==> config.mk <==
export PLATFORM = sky130hd
export DESIGN_NAME = pio_port_mux
export DESIGN_NICKNAME = d
export VERILOG_FILES = /design/src/verilog/pio_pkg.sv /design/src/verilog/pio_port_mux.sv
export SDC_FILE = /design/constraint.sdc
export NUM_CORES = 2
export LEC_CHECK = 0
export ABC_AREA = 0
export ABC_CLOCK_PERIOD_IN_PS = 7000
export BUFFER_PORTS_ARGS = -buffer_cell sky130_fd_sc_hd__buf_2
export CELL_PAD_IN_SITES_DETAIL_PLACEMENT = 0
export CELL_PAD_IN_SITES_GLOBAL_PLACEMENT = 1
export CORE_ASPECT_RATIO = 0.7
export CORE_MARGIN = 8
export CORE_UTILIZATION = 45
export DETAILED_ROUTE_END_ITERATION = 10
export PLACE_DENSITY_LB_ADDON = 0.1
export SYNTH_ARGS = -nofsm -noshare
export SYNTH_HDL_FRONTEND = slang
export SYNTH_SLANG_ARGS = --single-unit
==> constraint.sdc <==
create_clock -name core_clk -period 7 [get_ports core_clk]
set_clock_uncertainty 0.1 [all_clocks]
set_input_delay 1.4 -clock core_clk [delete_from_list [all_inputs] [get_ports core_clk]]
set_output_delay 1.4 -clock core_clk [all_outputs]
set_load 0.01 [all_outputs]
==> src/verilog/pio_pkg.sv <==
// pio_pkg: constants, register map and state layout of the pin mux block
// assumes: 24 pins numbered port 0 (0-7), port 1 (8-13), port 2 (14-23)
`default_nettype none
package pio_pkg;
    localparam int NPINS = 24;
    localparam int NPORTS = 3;
    localparam int NFUNC = 32;
    localparam int NQDEC = 3;
    // pin counts and first pin of each port
    localparam int PORT0_PINS = 8;
    localparam int PORT1_PINS = 6;
    localparam int PORT2_PINS = 10;
    localparam int PORT1_BASE = PORT0_PINS;
    localparam int PORT2_BASE = PORT0_PINS + PORT1_PINS;
    // serial wire debug pins: port 1 bits 4 and 5
    localparam int PORT1_BIT4 = PORT1_BASE + 4;
    localparam int PORT1_BIT5 = PORT1_BASE + 5;
    localparam int NADC = 4;
    // mode register fields
    localparam int FSEL_LSB = 0;
    localparam int FSEL_MSB = 4;
    localparam int DIR_LSB = 8;
    localparam int DIR_MSB = 9;
    localparam logic [4:0] FUNC_GPIO = 5'h00;
    localparam logic [4:0] FUNC_ADC = 5'h0F;
    localparam logic [1:0] DIR_IN = 2'h0;
    localparam logic [1:0] DIR_IN_PU = 2'h1;
    localparam logic [1:0] DIR_IN_PD = 2'h2;
    localparam logic [1:0] DIR_OUT = 2'h3;
    localparam logic [9:0] MODE_RESET = 10'h000;
    localparam logic [23:0] OUT_RESET = 24'h00_0000;
    // byte offsets: port p data/set/clear at PORT_STRIDE*p + 0/4/8
    localparam logic [11:0] PORT_STRIDE = 12'h010;
    localparam logic [11:0] DATA_OFS = 12'h000;
    localparam logic [11:0] SET_OFS = 12'h004;
    localparam logic [11:0] CLR_OFS = 12'h008;
    localparam logic [11:0] MODE_BASE = 12'h040;
    localparam logic [11:0] MODE_END = 12'h0A0;

    typedef enum logic [1:0] {
        PIO_K_DATA = 2'b00,
        PIO_K_SET = 2'b01,
        PIO_K_CLR = 2'b10,
        PIO_K_MODE = 2'b11
    } pio_kind_e;

    typedef struct packed {
        logic hit;
        pio_kind_e kind;
        logic [4:0] idx;
    } pio_dec_s;

    typedef struct packed {
        logic [NPINS-1:0][9:0] mode;
        logic [NPINS-1:0] out_data;
        logic [NPINS-1:0] sync1;
        logic [NPINS-1:0] sync2;
        logic [NPINS-1:0] pin_out;
        logic [NPINS-1:0] pin_oe_n;
        logic [NPINS-1:0] pull_up;
        logic [NPINS-1:0] pull_down;
        logic [NADC-1:0] analog_en;
        logic [NFUNC-1:0] periph_in;
        logic [NQDEC-1:0] phase_a;
        logic [NQDEC-1:0] phase_b;
        logic swd_clk;
        logic swdio_in;
        logic [31:0] prdata;
        logic pslverr;
    } pio_state_s;
endpackage
`default_nettype wire

==> src/verilog/pio_port_mux.sv <==
// pio_port_mux: three-port gpio block with per-pin function multiplexer
// assumes: apb master on core_clk, pins and peripherals synchronous-ish,
// external pad cells resolve pin level from pin_out and pin_oe_n
//
// Functional notes
// - three ports of 8, 6, 10 pins
// - mode bits 4:0 select function 0x00-0x1F
// - function zero uses data/set/clear registers
// - shared peripheral input from lowest-numbered pin
// - direction bits 9:8 pick input/pull/output
// - output or analog pins disable pulls
// - data read is input, write is output
// - data read shows live pins, analog zero
// - data write updates general-purpose outputs
// - set register raises bits written one
// - clear register lowers bits written one
// - debug clock/data on port1 bits 4,5
// - decoder phases on even/odd pairs, selectable
// - four analog inputs on port0 bits 0-3
// - pins hold last state during sleep
`default_nettype none
module pio_port_mux
    import pio_pkg::*;
(
    // clock and reset
    input wire logic core_clk,
    input wire logic rst_n,
    // apb slave
    input wire logic psel,
    input wire logic penable,
    input wire logic pwrite,
    input wire logic [11:0] paddr,
    input wire logic [31:0] pwdata,
    output logic [31:0] prdata,
    output logic pready,
    output logic pslverr,
    // package pins
    input wire logic [NPINS-1:0] pin_in,
    output logic [NPINS-1:0] pin_out,
    output logic [NPINS-1:0] pin_oe_n,
    output logic [NPINS-1:0] pull_up_en,
    output logic [NPINS-1:0] pull_down_en,
    output logic [NADC-1:0] analog_en,
    // on-chip peripherals, indexed by function selector
    input wire logic [NFUNC-1:0] periph_out,
    output logic [NFUNC-1:0] periph_in,
    // debug wires and system control
    input wire logic debug_wire_enable,
    input wire logic dbg_swdio_out,
    input wire logic dbg_swdio_oe_n,
    output logic swd_clk,
    output logic swdio_in,
    // quadrature decoder
    input wire logic [NQDEC-1:0][3:0] decoder_channel_pin_select,
    output logic [NQDEC-1:0] decoder_phase_a,
    output logic [NQDEC-1:0] decoder_phase_b,
    // sleep retention
    input wire logic sleep_hold
);

    // first pin and pin mask of a port
    function automatic int port_base(input int p);
        port_base = (p == 0) ? 0 : (p == 1) ? PORT1_BASE : PORT2_BASE;
    endfunction

    function automatic logic [NPINS-1:0] port_mask(input int p);
        logic [NPINS-1:0] m;
        m = '0;
        for (int i = 0; i < NPINS; i++) begin
            if (i >= port_base(p) && (p == NPORTS - 1 || i < port_base(p + 1)))
                m[i] = 1'b1;
        end
        port_mask = m;
    endfunction

    // address decode shared by read and write paths
    function automatic pio_dec_s pio_decode(input logic [11:0] a);
        pio_dec_s d;
        logic [11:0] rel;
        d.hit = 1'b0;
        d.kind = PIO_K_DATA;
        d.idx = 5'h00;
        rel = a - MODE_BASE;
        if (a[1:0] == 2'b00) begin
            if (a >= MODE_BASE && a < MODE_END) begin
                d.hit = 1'b1;
                d.kind = PIO_K_MODE;
                d.idx = rel[6:2];
            end else if (a < PORT_STRIDE * 3 && a[3:2] != 2'b11) begin
                d.hit = 1'b1;
                d.idx = {3'b000, a[5:4]};
                unique case (a[3:0])
                    DATA_OFS[3:0]: d.kind = PIO_K_DATA;
                    SET_OFS[3:0]: d.kind = PIO_K_SET;
                    CLR_OFS[3:0]: d.kind = PIO_K_CLR;
                    default: d.hit = 1'b0;
                endcase
            end
        end
        pio_decode = d;
    endfunction

    pio_state_s st;
    pio_state_s next_st;

    // zero-wait slave: every access completes in its first access cycle
    assign pready = 1'b1;

    // next-state logic for the whole block
    always_comb begin
        pio_dec_s dec;
        logic [NPINS-1:0] ana;
        logic [NPINS-1:0] drv;
        logic [NPINS-1:0] oen;
        logic [NPINS-1:0] pu;
        logic [NPINS-1:0] pd;
        logic [NPINS-1:0] pm;
        logic [NPINS-1:0] wv;
        logic [4:0] f;
        logic [1:0] dir;
        logic [3:0] ps;
        int pb;
        dec = pio_decode(paddr);
        ana = '0;
        drv = '0;
        oen = '1;
        pu = '0;
        pd = '0;
        pm = '0;
        wv = '0;
        f = 5'h00;
        dir = DIR_IN;
        ps = 4'h0;
        pb = 0;
        next_st = st;
        next_st.sync1 = pin_in;
        next_st.sync2 = st.sync1;
        // per-pin drive, direction and pull decode
        for (int i = 0; i < NPINS; i++) begin
            f = st.mode[i][FSEL_MSB:FSEL_LSB];
            dir = st.mode[i][DIR_MSB:DIR_LSB];
            ana[i] = (i < NADC) && (f == FUNC_ADC);
            drv[i] = (f == FUNC_GPIO) ? st.out_data[i] : periph_out[f];
            oen[i] = !(dir == DIR_OUT) || ana[i];
            pu[i] = (dir == DIR_IN_PU) && !ana[i];
            pd[i] = (dir == DIR_IN_PD) && !ana[i];
        end
        // debug wires take over port1 bits 4 and 5
        if (debug_wire_enable) begin
            oen[PORT1_BIT4] = 1'b1;
            pu[PORT1_BIT4] = 1'b0;
            pd[PORT1_BIT4] = 1'b0;
            drv[PORT1_BIT5] = dbg_swdio_out;
            oen[PORT1_BIT5] = dbg_swdio_oe_n;
            pu[PORT1_BIT5] = 1'b0;
            pd[PORT1_BIT5] = 1'b0;
        end
        // pads keep their last state while sleep_hold is high
        if (!sleep_hold) begin
            next_st.pin_out = drv;
            next_st.pin_oe_n = oen;
            next_st.pull_up = pu;
            next_st.pull_down = pd;
            next_st.analog_en = ana[NADC-1:0];
        end
        // peripheral inputs: walk down so the lowest pin wins
        next_st.periph_in = '0;
        for (int i = NPINS - 1; i >= 0; i--) begin
            f = st.mode[i][FSEL_MSB:FSEL_LSB];
            if (f != FUNC_GPIO && !ana[i])
                next_st.periph_in[f] = st.sync2[i];
        end
        next_st.swd_clk = debug_wire_enable & st.sync2[PORT1_BIT4];
        next_st.swdio_in = debug_wire_enable & st.sync2[PORT1_BIT5];
        // decoder phases from the selected even/odd pin pair
        for (int c = 0; c < NQDEC; c++) begin
            ps = decoder_channel_pin_select[c];
            if (ps > 4'hB)
                ps = 4'hB;
            next_st.phase_a[c] = st.sync2[{ps, 1'b0}];
            next_st.phase_b[c] = st.sync2[{ps, 1'b1}];
        end
        // apb setup cycle: capture read data and error for the access
        if (psel && !penable) begin
            next_st.prdata = '0;
            next_st.pslverr = !dec.hit;
            if (dec.hit && !pwrite) begin
                if (dec.kind == PIO_K_MODE) begin
                    next_st.prdata[9:0] = st.mode[dec.idx];
                end else if (dec.kind == PIO_K_DATA) begin
                    pb = port_base(int'(dec.idx));
                    wv = (st.sync2 & ~ana) >> pb;
                    next_st.prdata[NPINS-1:0] = wv & (port_mask(int'(dec.idx)) >> pb);
                end
            end
        end
        // apb access cycle: writes take effect here
        if (psel && penable && pwrite && dec.hit) begin
            pb = port_base(int'(dec.idx));
            pm = port_mask(int'(dec.idx));
            wv = pwdata[NPINS-1:0] << pb;
            unique case (dec.kind)
                PIO_K_DATA: next_st.out_data = (st.out_data & ~pm) | (wv & pm);
                PIO_K_SET: next_st.out_data = st.out_data | (wv & pm);
                PIO_K_CLR: next_st.out_data = st.out_data & ~(wv & pm);
                PIO_K_MODE: next_st.mode[dec.idx] = pwdata[9:0];
            endcase
        end
    end

    // state register
    always_ff @(posedge core_clk or negedge rst_n) begin
        if (!rst_n) begin
            st <= '0;
            st.mode <= {NPINS{MODE_RESET}};
            st.out_data <= OUT_RESET;
            st.pin_oe_n <= '1;
        end else begin
            st <= next_st;
        end
    end

    // outputs straight from the state register
    assign prdata = st.prdata;
    assign pslverr = st.pslverr;
    assign pin_out = st.pin_out;
    assign pin_oe_n = st.pin_oe_n;
    assign pull_up_en = st.pull_up;
    assign pull_down_en = st.pull_down;
    assign analog_en = st.analog_en;
    assign periph_in = st.periph_in;
    assign swd_clk = st.swd_clk;
    assign swdio_in = st.swdio_in;
    assign decoder_phase_a = st.phase_a;
    assign decoder_phase_b = st.phase_b;
endmodule
`default_nettype wire

---- After elaboration in Yosys (flattened, before gate mapping) ----
Index checks and enable logic that the tools add are counted.
storage, ports and cells
  flip-flop bits (word level) ............. 477
  latch bits .............................. 0
  RAM bits ................................ 0
  memory bits (read-only) ................. 0
  input bits .............................. 121
  output and inout port bits .............. 174
  word-level logic and storage cells ...... 785
  memories ................................ 0
cells by class
  add/sub/neg operators ................... 2
  multipliers ............................. 0
  divide/modulo/power cells ............... 0
  $lt $le $gt $ge ......................... 110
  equality and inequality tests ........... 85
  shifts and indexed selects .............. 3
  muxes and demuxes ....................... 349
  bitwise gates (word level) .............. 13
  reduce and logical (&&, ||, !) cells .... 184
operators with widths
  cell                                                                                 number
  32-bit 2-to-1 mux                                                                    25
  32-bit bitwise mux                                                                   23
  5-bit by 32-bit greater-or-equal comparator with 1-bit output, first input constant  8
  6-bit by 32-bit greater-or-equal comparator with 1-bit output, first input constant  8
  5-bit by 32-bit less-than comparator with 1-bit output, first input constant         8
  6-bit by 32-bit less-than comparator with 1-bit output, first input constant         8
  240-bit bitwise mux                                                                  1
  1-bit 2-to-1 mux                                                                     224
  5-bit by 6-bit less-than comparator with 1-bit output, second input constant         31
  4-bit by 32-bit greater-or-equal comparator with 1-bit output, first input constant  4
  4-bit by 32-bit less-than comparator with 1-bit output, first input constant         4
  5-bit by 1-bit greater-or-equal comparator with 1-bit output, second input constant  25
  5-bit zero test                                                                      25
  24-bit bitwise AND                                                                   5
  1-bit binary-select mux with 5-bit select                                            24
  1-bit demux with 5-bit select                                                        24
  5-bit nonzero test                                                                   24
  2-bit == test, second input constant                                                 50
  24-bit one-hot mux with 3 select lines                                               1
  1-bit logical AND                                                                    68
  3-bit by 32-bit greater-or-equal comparator with 1-bit output, first input constant  2
  3-bit by 32-bit less-than comparator with 1-bit output, first input constant         2
  24-bit by 32-bit right shift with 24-bit output                                      2
  10-bit binary-select mux with 5-bit select                                           1
  42 further kinds                                                                     149

---- Longest topological paths before layout ----
  depth in word-level cells ............... 52
  mapped depth ............................ 11
  depth with buffers taken out ............ 7

---- Worst setup path before layout ----
No wires, ideal clock.
  path type ............................... input to register
  start ................................... in paddr[2]
  end ..................................... reg st[441] (netlist name)
  library setup time ...................... 125 ps
  data arrival time ....................... 3391 ps
  setup slack ............................. 3384 ps
  stages .................................. 8
  buffers on the path ..................... 2
  cell sequence ........................... buf_2 mux2_2 or3_1 a21oi_4 buf_6 nand2_1 nor2_4 mux2_2
between the ends
  word-level cells in the longest chain between the ends .. 10
  elaborated cells on any way between the ends .. 25
  those cells by class .................... add/sub: 1; order compare: 5; eq/ne: 4; mux: 8; reduce/logical: 7
RTL lines
  element                                                                                                                                                      line                 source
  start, declared                                                                                                                                              pio_port_mux.sv:32   input wire logic [11:0] paddr,
  12-bit by 6-bit less-than comparator with 1-bit output or 2-bit != test (tied branches)                                                                      pio_port_mux.sv:89   end else if (a < PORT_STRIDE * 3 && a[3:2] != 2'b11) begin
  1-bit logical AND                                                                                                                                            pio_port_mux.sv:89
  8-bit 2-to-1 mux                                                                                                                                             pio_port_mux.sv:89
  8-bit 2-to-1 mux (*)                                                                                                                                         pio_port_mux.sv:85   if (a >= MODE_BASE && a < MODE_END) begin
  8-bit 2-to-1 mux (*)                                                                                                                                         pio_port_mux.sv:84   if (a[1:0] == 2'b00) begin
  5-bit by 6-bit less-than comparator with 1-bit output (implied by the code) or 5-bit by 1-bit greater-or-equal comparator with 1-bit output (tied branches)  pio_port_mux.sv:206  PIO_K_MODE: next_st.mode[dec.idx] = pwdata[9:0];
  1-bit logical AND (implied by the code)                                                                                                                      pio_port_mux.sv:206
  10-bit 2-to-1 mux (implied by the code)                                                                                                                      pio_port_mux.sv:206
  10-bit demux with 5-bit select                                                                                                                               pio_port_mux.sv:206
  240-bit bitwise mux                                                                                                                                          pio_port_mux.sv:206
  end signal, assigned                                                                                                                                         pio_port_mux.sv:219  st <= next_st;
  end, declared                                                                                                                                                pio_port_mux.sv:103  pio_state_s st;
Every way passes the cells marked *; elsewhere a longest branch is shown, timed or not.
A chain may end at the register's enable or synchronous reset.

---- Worst setup path after layout ----
  start ................................... in paddr[10]
  end ..................................... reg st, in the netlist prdata[8]
between the ends
  word-level cells in the longest chain between the ends .. 22
  elaborated cells on any way between the ends .. 245
  those cells by class .................... add/sub: 1; order compare: 51; eq/ne: 4; shift: 2; mux: 132; bitwise: 1; reduce/logical: 54
RTL lines
  element                                                 line                 source
  12-bit by 6-bit less-than comparator with 1-bit output  pio_port_mux.sv:89
  1-bit logical AND                                       pio_port_mux.sv:89
  8-bit 2-to-1 mux                                        pio_port_mux.sv:89
  8-bit 2-to-1 mux (*)                                    pio_port_mux.sv:85
  8-bit 2-to-1 mux (*)                                    pio_port_mux.sv:84
  5-bit by 1-bit adder with 6-bit output                  pio_port_mux.sv:70   if (i >= port_base(p) && (p == NPORTS - 1 || i < port_base(p + 1)))
  32-bit by 2-bit == test with 1-bit output               pio_port_mux.sv:63   port_base = (p == 0) ? 0 : (p == 1) ? PORT1_BASE : PORT2_BASE;
  3-bit 2-to-1 mux                                        pio_port_mux.sv:63
  [... 6 more ...]                                        -
  1-bit 2-to-1 mux                                        pio_port_mux.sv:188  if (dec.kind == PIO_K_MODE) begin
  1-bit 2-to-1 mux                                        pio_port_mux.sv:187  if (dec.hit && !pwrite) begin
  1-bit 2-to-1 mux                                        pio_port_mux.sv:184  if (psel && !penable) begin
  24-bit by 32-bit right shift with 24-bit output         pio_port_mux.sv:193  next_st.prdata[NPINS-1:0] = wv & (port_mask(int'(dec.idx)) >> pb);
  24-bit bitwise AND                                      pio_port_mux.sv:193
  24-bit 2-to-1 mux                                       pio_port_mux.sv:190  end else if (dec.kind == PIO_K_DATA) begin
  10-bit 2-to-1 mux                                       pio_port_mux.sv:188
  24-bit 2-to-1 mux (*)                                   pio_port_mux.sv:187
Every way passes the cells marked *; elsewhere a longest branch is shown, timed or not. The select of a mux whose other input is x is not followed.

==> flow_metrics.env <==
export IMPL_cp_required_ns=7.40
export IMPL_antenna_found_initial=11
export IMPL_grt_max_degree=155
export IMPL_nFillCells=8676
export IMPL_yosysSeqAreaShare_pct=29.5
export IMPL_startpoint="paddr[10]"
export IMPL_synth_xor_area_share_pct=0
export IMPL_critPathMaxFanout=21
export IMPL_drv_cap=0
export IMPL_cts_setup_buffers=0
export IMPL_synth_most_common_cell="nand2_1"
export IMPL_synth_compound_area_share_pct=22.6
export IMPL_hold_viol_final=0
export IMPL_synth_top_family_by_area="compound AO/OA/AOI/OAI gates"
export IMPL_clock_sinks=477
export IMPL_synthMuxAreaShare_pct=20.6
export IMPL_die_w_um=375
export IMPL_portBuffers=263
export IMPL_worst_hold_slack_ns=0.244
export IMPL_synth_fa_ha_area_share_pct=0
export IMPL_io_pins=295
export IMPL_yosys_register_bits=477
export IMPL_place_ws_ns=1.75
export IMPL_worstMarginPinSlew_ns=1.31
export IMPL_first_global_vias=37600
export IMPL_setup_worst_path_start_class="input port"
export IMPL_multi_input_comb_area_sq_mm=0.0254
export IMPL_synth_common_cells="nand2_1, dfrtp_1, clkbuf_1"
export IMPL_post_dp_hpwl_um=156000
export IMPL_cts_clk_slew_worst_paths_ns=0.07
export IMPL_synth_top_area_cell="dfrtp_1"
export IMPL_reg2reg_to="periph_in[23]"
export IMPL_timing_setup_tns_ns=0
export IMPL_drt_initial_drc_count=8031
export IMPL_initial_core_util_pct=45.2
export IMPL_cts_tree="done"
export IMPL_antenna_left=0
export IMPL_rrSetupSlack_ns=2.72
export IMPL_design_die_area_sq_mm=0.100
export IMPL_cts_buffer_depth=3
export IMPL_finalSetupViolCount=0
export IMPL_cp_slowest_cell="a21o_1"
export IMPL_reg2reg_depth=7
export IMPL_clk_latency_ns=0.67
export IMPL_cts_buffers_inserted=50
export IMPL_worst_ir_drop_vdd_v=0.000182
export IMPL_p_leak_nw=16.6
export IMPL_hp_class="reg2reg"
export IMPL_worstReg2RegStart="st[377]"
export IMPL_stdcell_area_sq_mm=0.0431
export IMPL_rows=92
export IMPL_yosys_area_top_type_share_pct=28.0
export IMPL_ys_async_sr_fraction_pct=100
export IMPL_synth_avg_cell_area_sq_um=8.87
export IMPL_status="completed"
export IMPL_cp_end_kind="flop"
export IMPL_rsz0062_at_grt="no"
export IMPL_finalCriticalPeriod_ns=4.74
export IMPL_p_per_area_mw_per_mm2=150
export IMPL_hold_path_depth=0
export IMPL_synth_area_top_cells="dfrtp_1, mux4_2, mux2_2"
export IMPL_synth_cells=4570
export IMPL_wl_per_cell_um=37.2
export IMPL_dieHeight_um=267
export IMPL_drv_slew=0
export IMPL_postCtsHoldBufs=0
export IMPL_place_gp_congestion=1.05
export IMPL_viasPerCell=7.44
export IMPL_cts_root_buffer="clkbuf_16"
export IMPL_vias=41500
export IMPL_h_tree_depth=2
export IMPL_gr_usage_all_layers_pct=39.5
export IMPL_grt_pass1_wl_um=292000
export IMPL_path_cells="buf_2 -> nor4_2 -> nand2_1 -> a21o_1 -> buf_4 -> nor2_1 -> nand3_1 -> nand4_1 -> o21ai_1"
export IMPL_post_dp_cell_area_sq_mm=0.0412
export IMPL_syn_area_sq_mm=0.0405
export IMPL_yosysUniqueCellTypes=91
export IMPL_first_pass_iters=9
export IMPL_core_sq_mm=0.0897
export IMPL_ys_flop_type="dfrtp_1"
export IMPL_yosysWarnings=0
export IMPL_crit_type="in2reg"
export IMPL_crit_path_end="prdata[8]"
export IMPL_max_freq_ghz=0.211
export IMPL_grt_ovfl_total=0
export IMPL_synth_edff_count=0
export IMPL_nNetsFinal=4478
export IMPL_synth_simple_area_share_pct=19.3
export IMPL_wl_um=208000
export IMPL_fin_crit_sh_pct=67.7
export IMPL_cts_resized_gates=0
export IMPL_worstPathArrival_ns=5.13
export IMPL_relSlewSlack_pct=11.5
export IMPL_drc=0
export IMPL_fin_util_pct=48.1
export IMPL_syn_to_final_growth_pct=6.38
export IMPL_fin_ws_ns=2.26
export IMPL_regArea_sq_mm=0.0120
export IMPL_cpPeakStageDelay_ns=0.70
export IMPL_drive_gt1_share_pct=24.3
-- final cells by class --
cell class | count | area share, %
Inverter | 21 | 0.183
Clock buffer | 58 | 3.11
Antenna cell | 9 | 0.0522
Sequential cell | 477 | 27.8
Clock inverter | 34 | 1.26
Timing Repair Buffer | 381 | 5.26
Multi-Input combinational cell | 3426 | 59.0
Tap cell | 1175 | 3.41
-- cells in the final DEF, fill, tap and decap left out, types with 19 or more instances in the layout --
cell	n
o31ai_1	20
a221oi_1	78
or3_1	26
buf_2	261
o221ai_1	38
mux2_2	268
and2_1	55
clkbuf_16	50
nor3_1	47
nor2b_1	63
inv_1	19
mux2i_1	90
a21oi_1	153
nand3b_1	43
nor3b_1	42
nand2b_1	109
a211oi_1	35
dfrtp_1	453
nand3_1	117
and3_1	37
or2_2	37
or3b_2	24
nand2_1	598
mux4_2	194
a32oi_1	38
dfstp_2	24
a22oi_1	166
buf_4	114
nor2_1	229
o22a_1	47
and3b_1	29
a222oi_1	35
o21ai_0	221
nand4_1	22
a31oi_1	36
o22ai_1	206
o211ai_1	81
-- power by group --
| part | switching, W | internal, W | leakage (nW) |
|---|---|---|---|
| logic | 0.000385 | 0.000173 | 9.27 |
| registers | 0.0000421 | 0.00278 | 6.41 |
| clock network | 0.00130 | 0.00177 | 0.917 |
| total | 0.00173 | 0.00473 | 16.6 |
-- flip-flops by register name, summed over array words and instances (netlist names), 4 cells and up --
register / flops
st: 288
pull_up_en: 24
next_st: 24
pin_out: 24
prdata: 24
pull_down_en: 24
pin_oe_n: 24
analog_en: 4
periph_in: 32
-- per-layer routing --
| metal | track usage [%] | vias to the layer above | routed length (um) |
|---|---|---|---|
| li1 | - | 16800 | - |
| met2 | 55.0 | 3328 | 82400 |
| met3 | 15.5 | 503 | 31600 |
| met1 | 56.8 | 20800 | 85900 |
| met4 | 10.6 | 6 | 7900 |
| met5 | 0 | - | 34 |
-- metrics by stage --
stage,power [W],std cells
after global routing,0.00661,5572
after detailed placement,0.00340,5480
after CTS,0.00647,5572
after global placement,0.00340,5480
final,0.00645,5581
after floorplan,0.00314,4578
-- worst min path at each step --
stage / from / endpoint / slack [ns]
3_3_place_gp: next_st[185] / st[185] / 0.23
3_5_place_dp: next_st[193] / st[193] / 0.23
4_1_cts: next_st[196] / st[196] / 0.25
5_1_grt: next_st[196] / st[196] / 0.25
2_1_floorplan: next_st[173] / st[173] / 0.23
6_report: next_st[196] / st[196] / 0.24
-- cells by family after synthesis --
kind of cell / Yosys count
AO/OA/AOI/OAI: 1307
buffers and inverters: 675
flip-flops: 477
multiplexers: 558
other: 2
AND/OR/NAND/NOR: 1551
-- critical path, delay by kind of cell --
kind	cells	cell delay, ns
buffers and inverters	2	0.48
AOI/OAI and AO/OA	2	0.79
and+or+nand+nor	5	2.45
(Power assumes the default switching activity.)
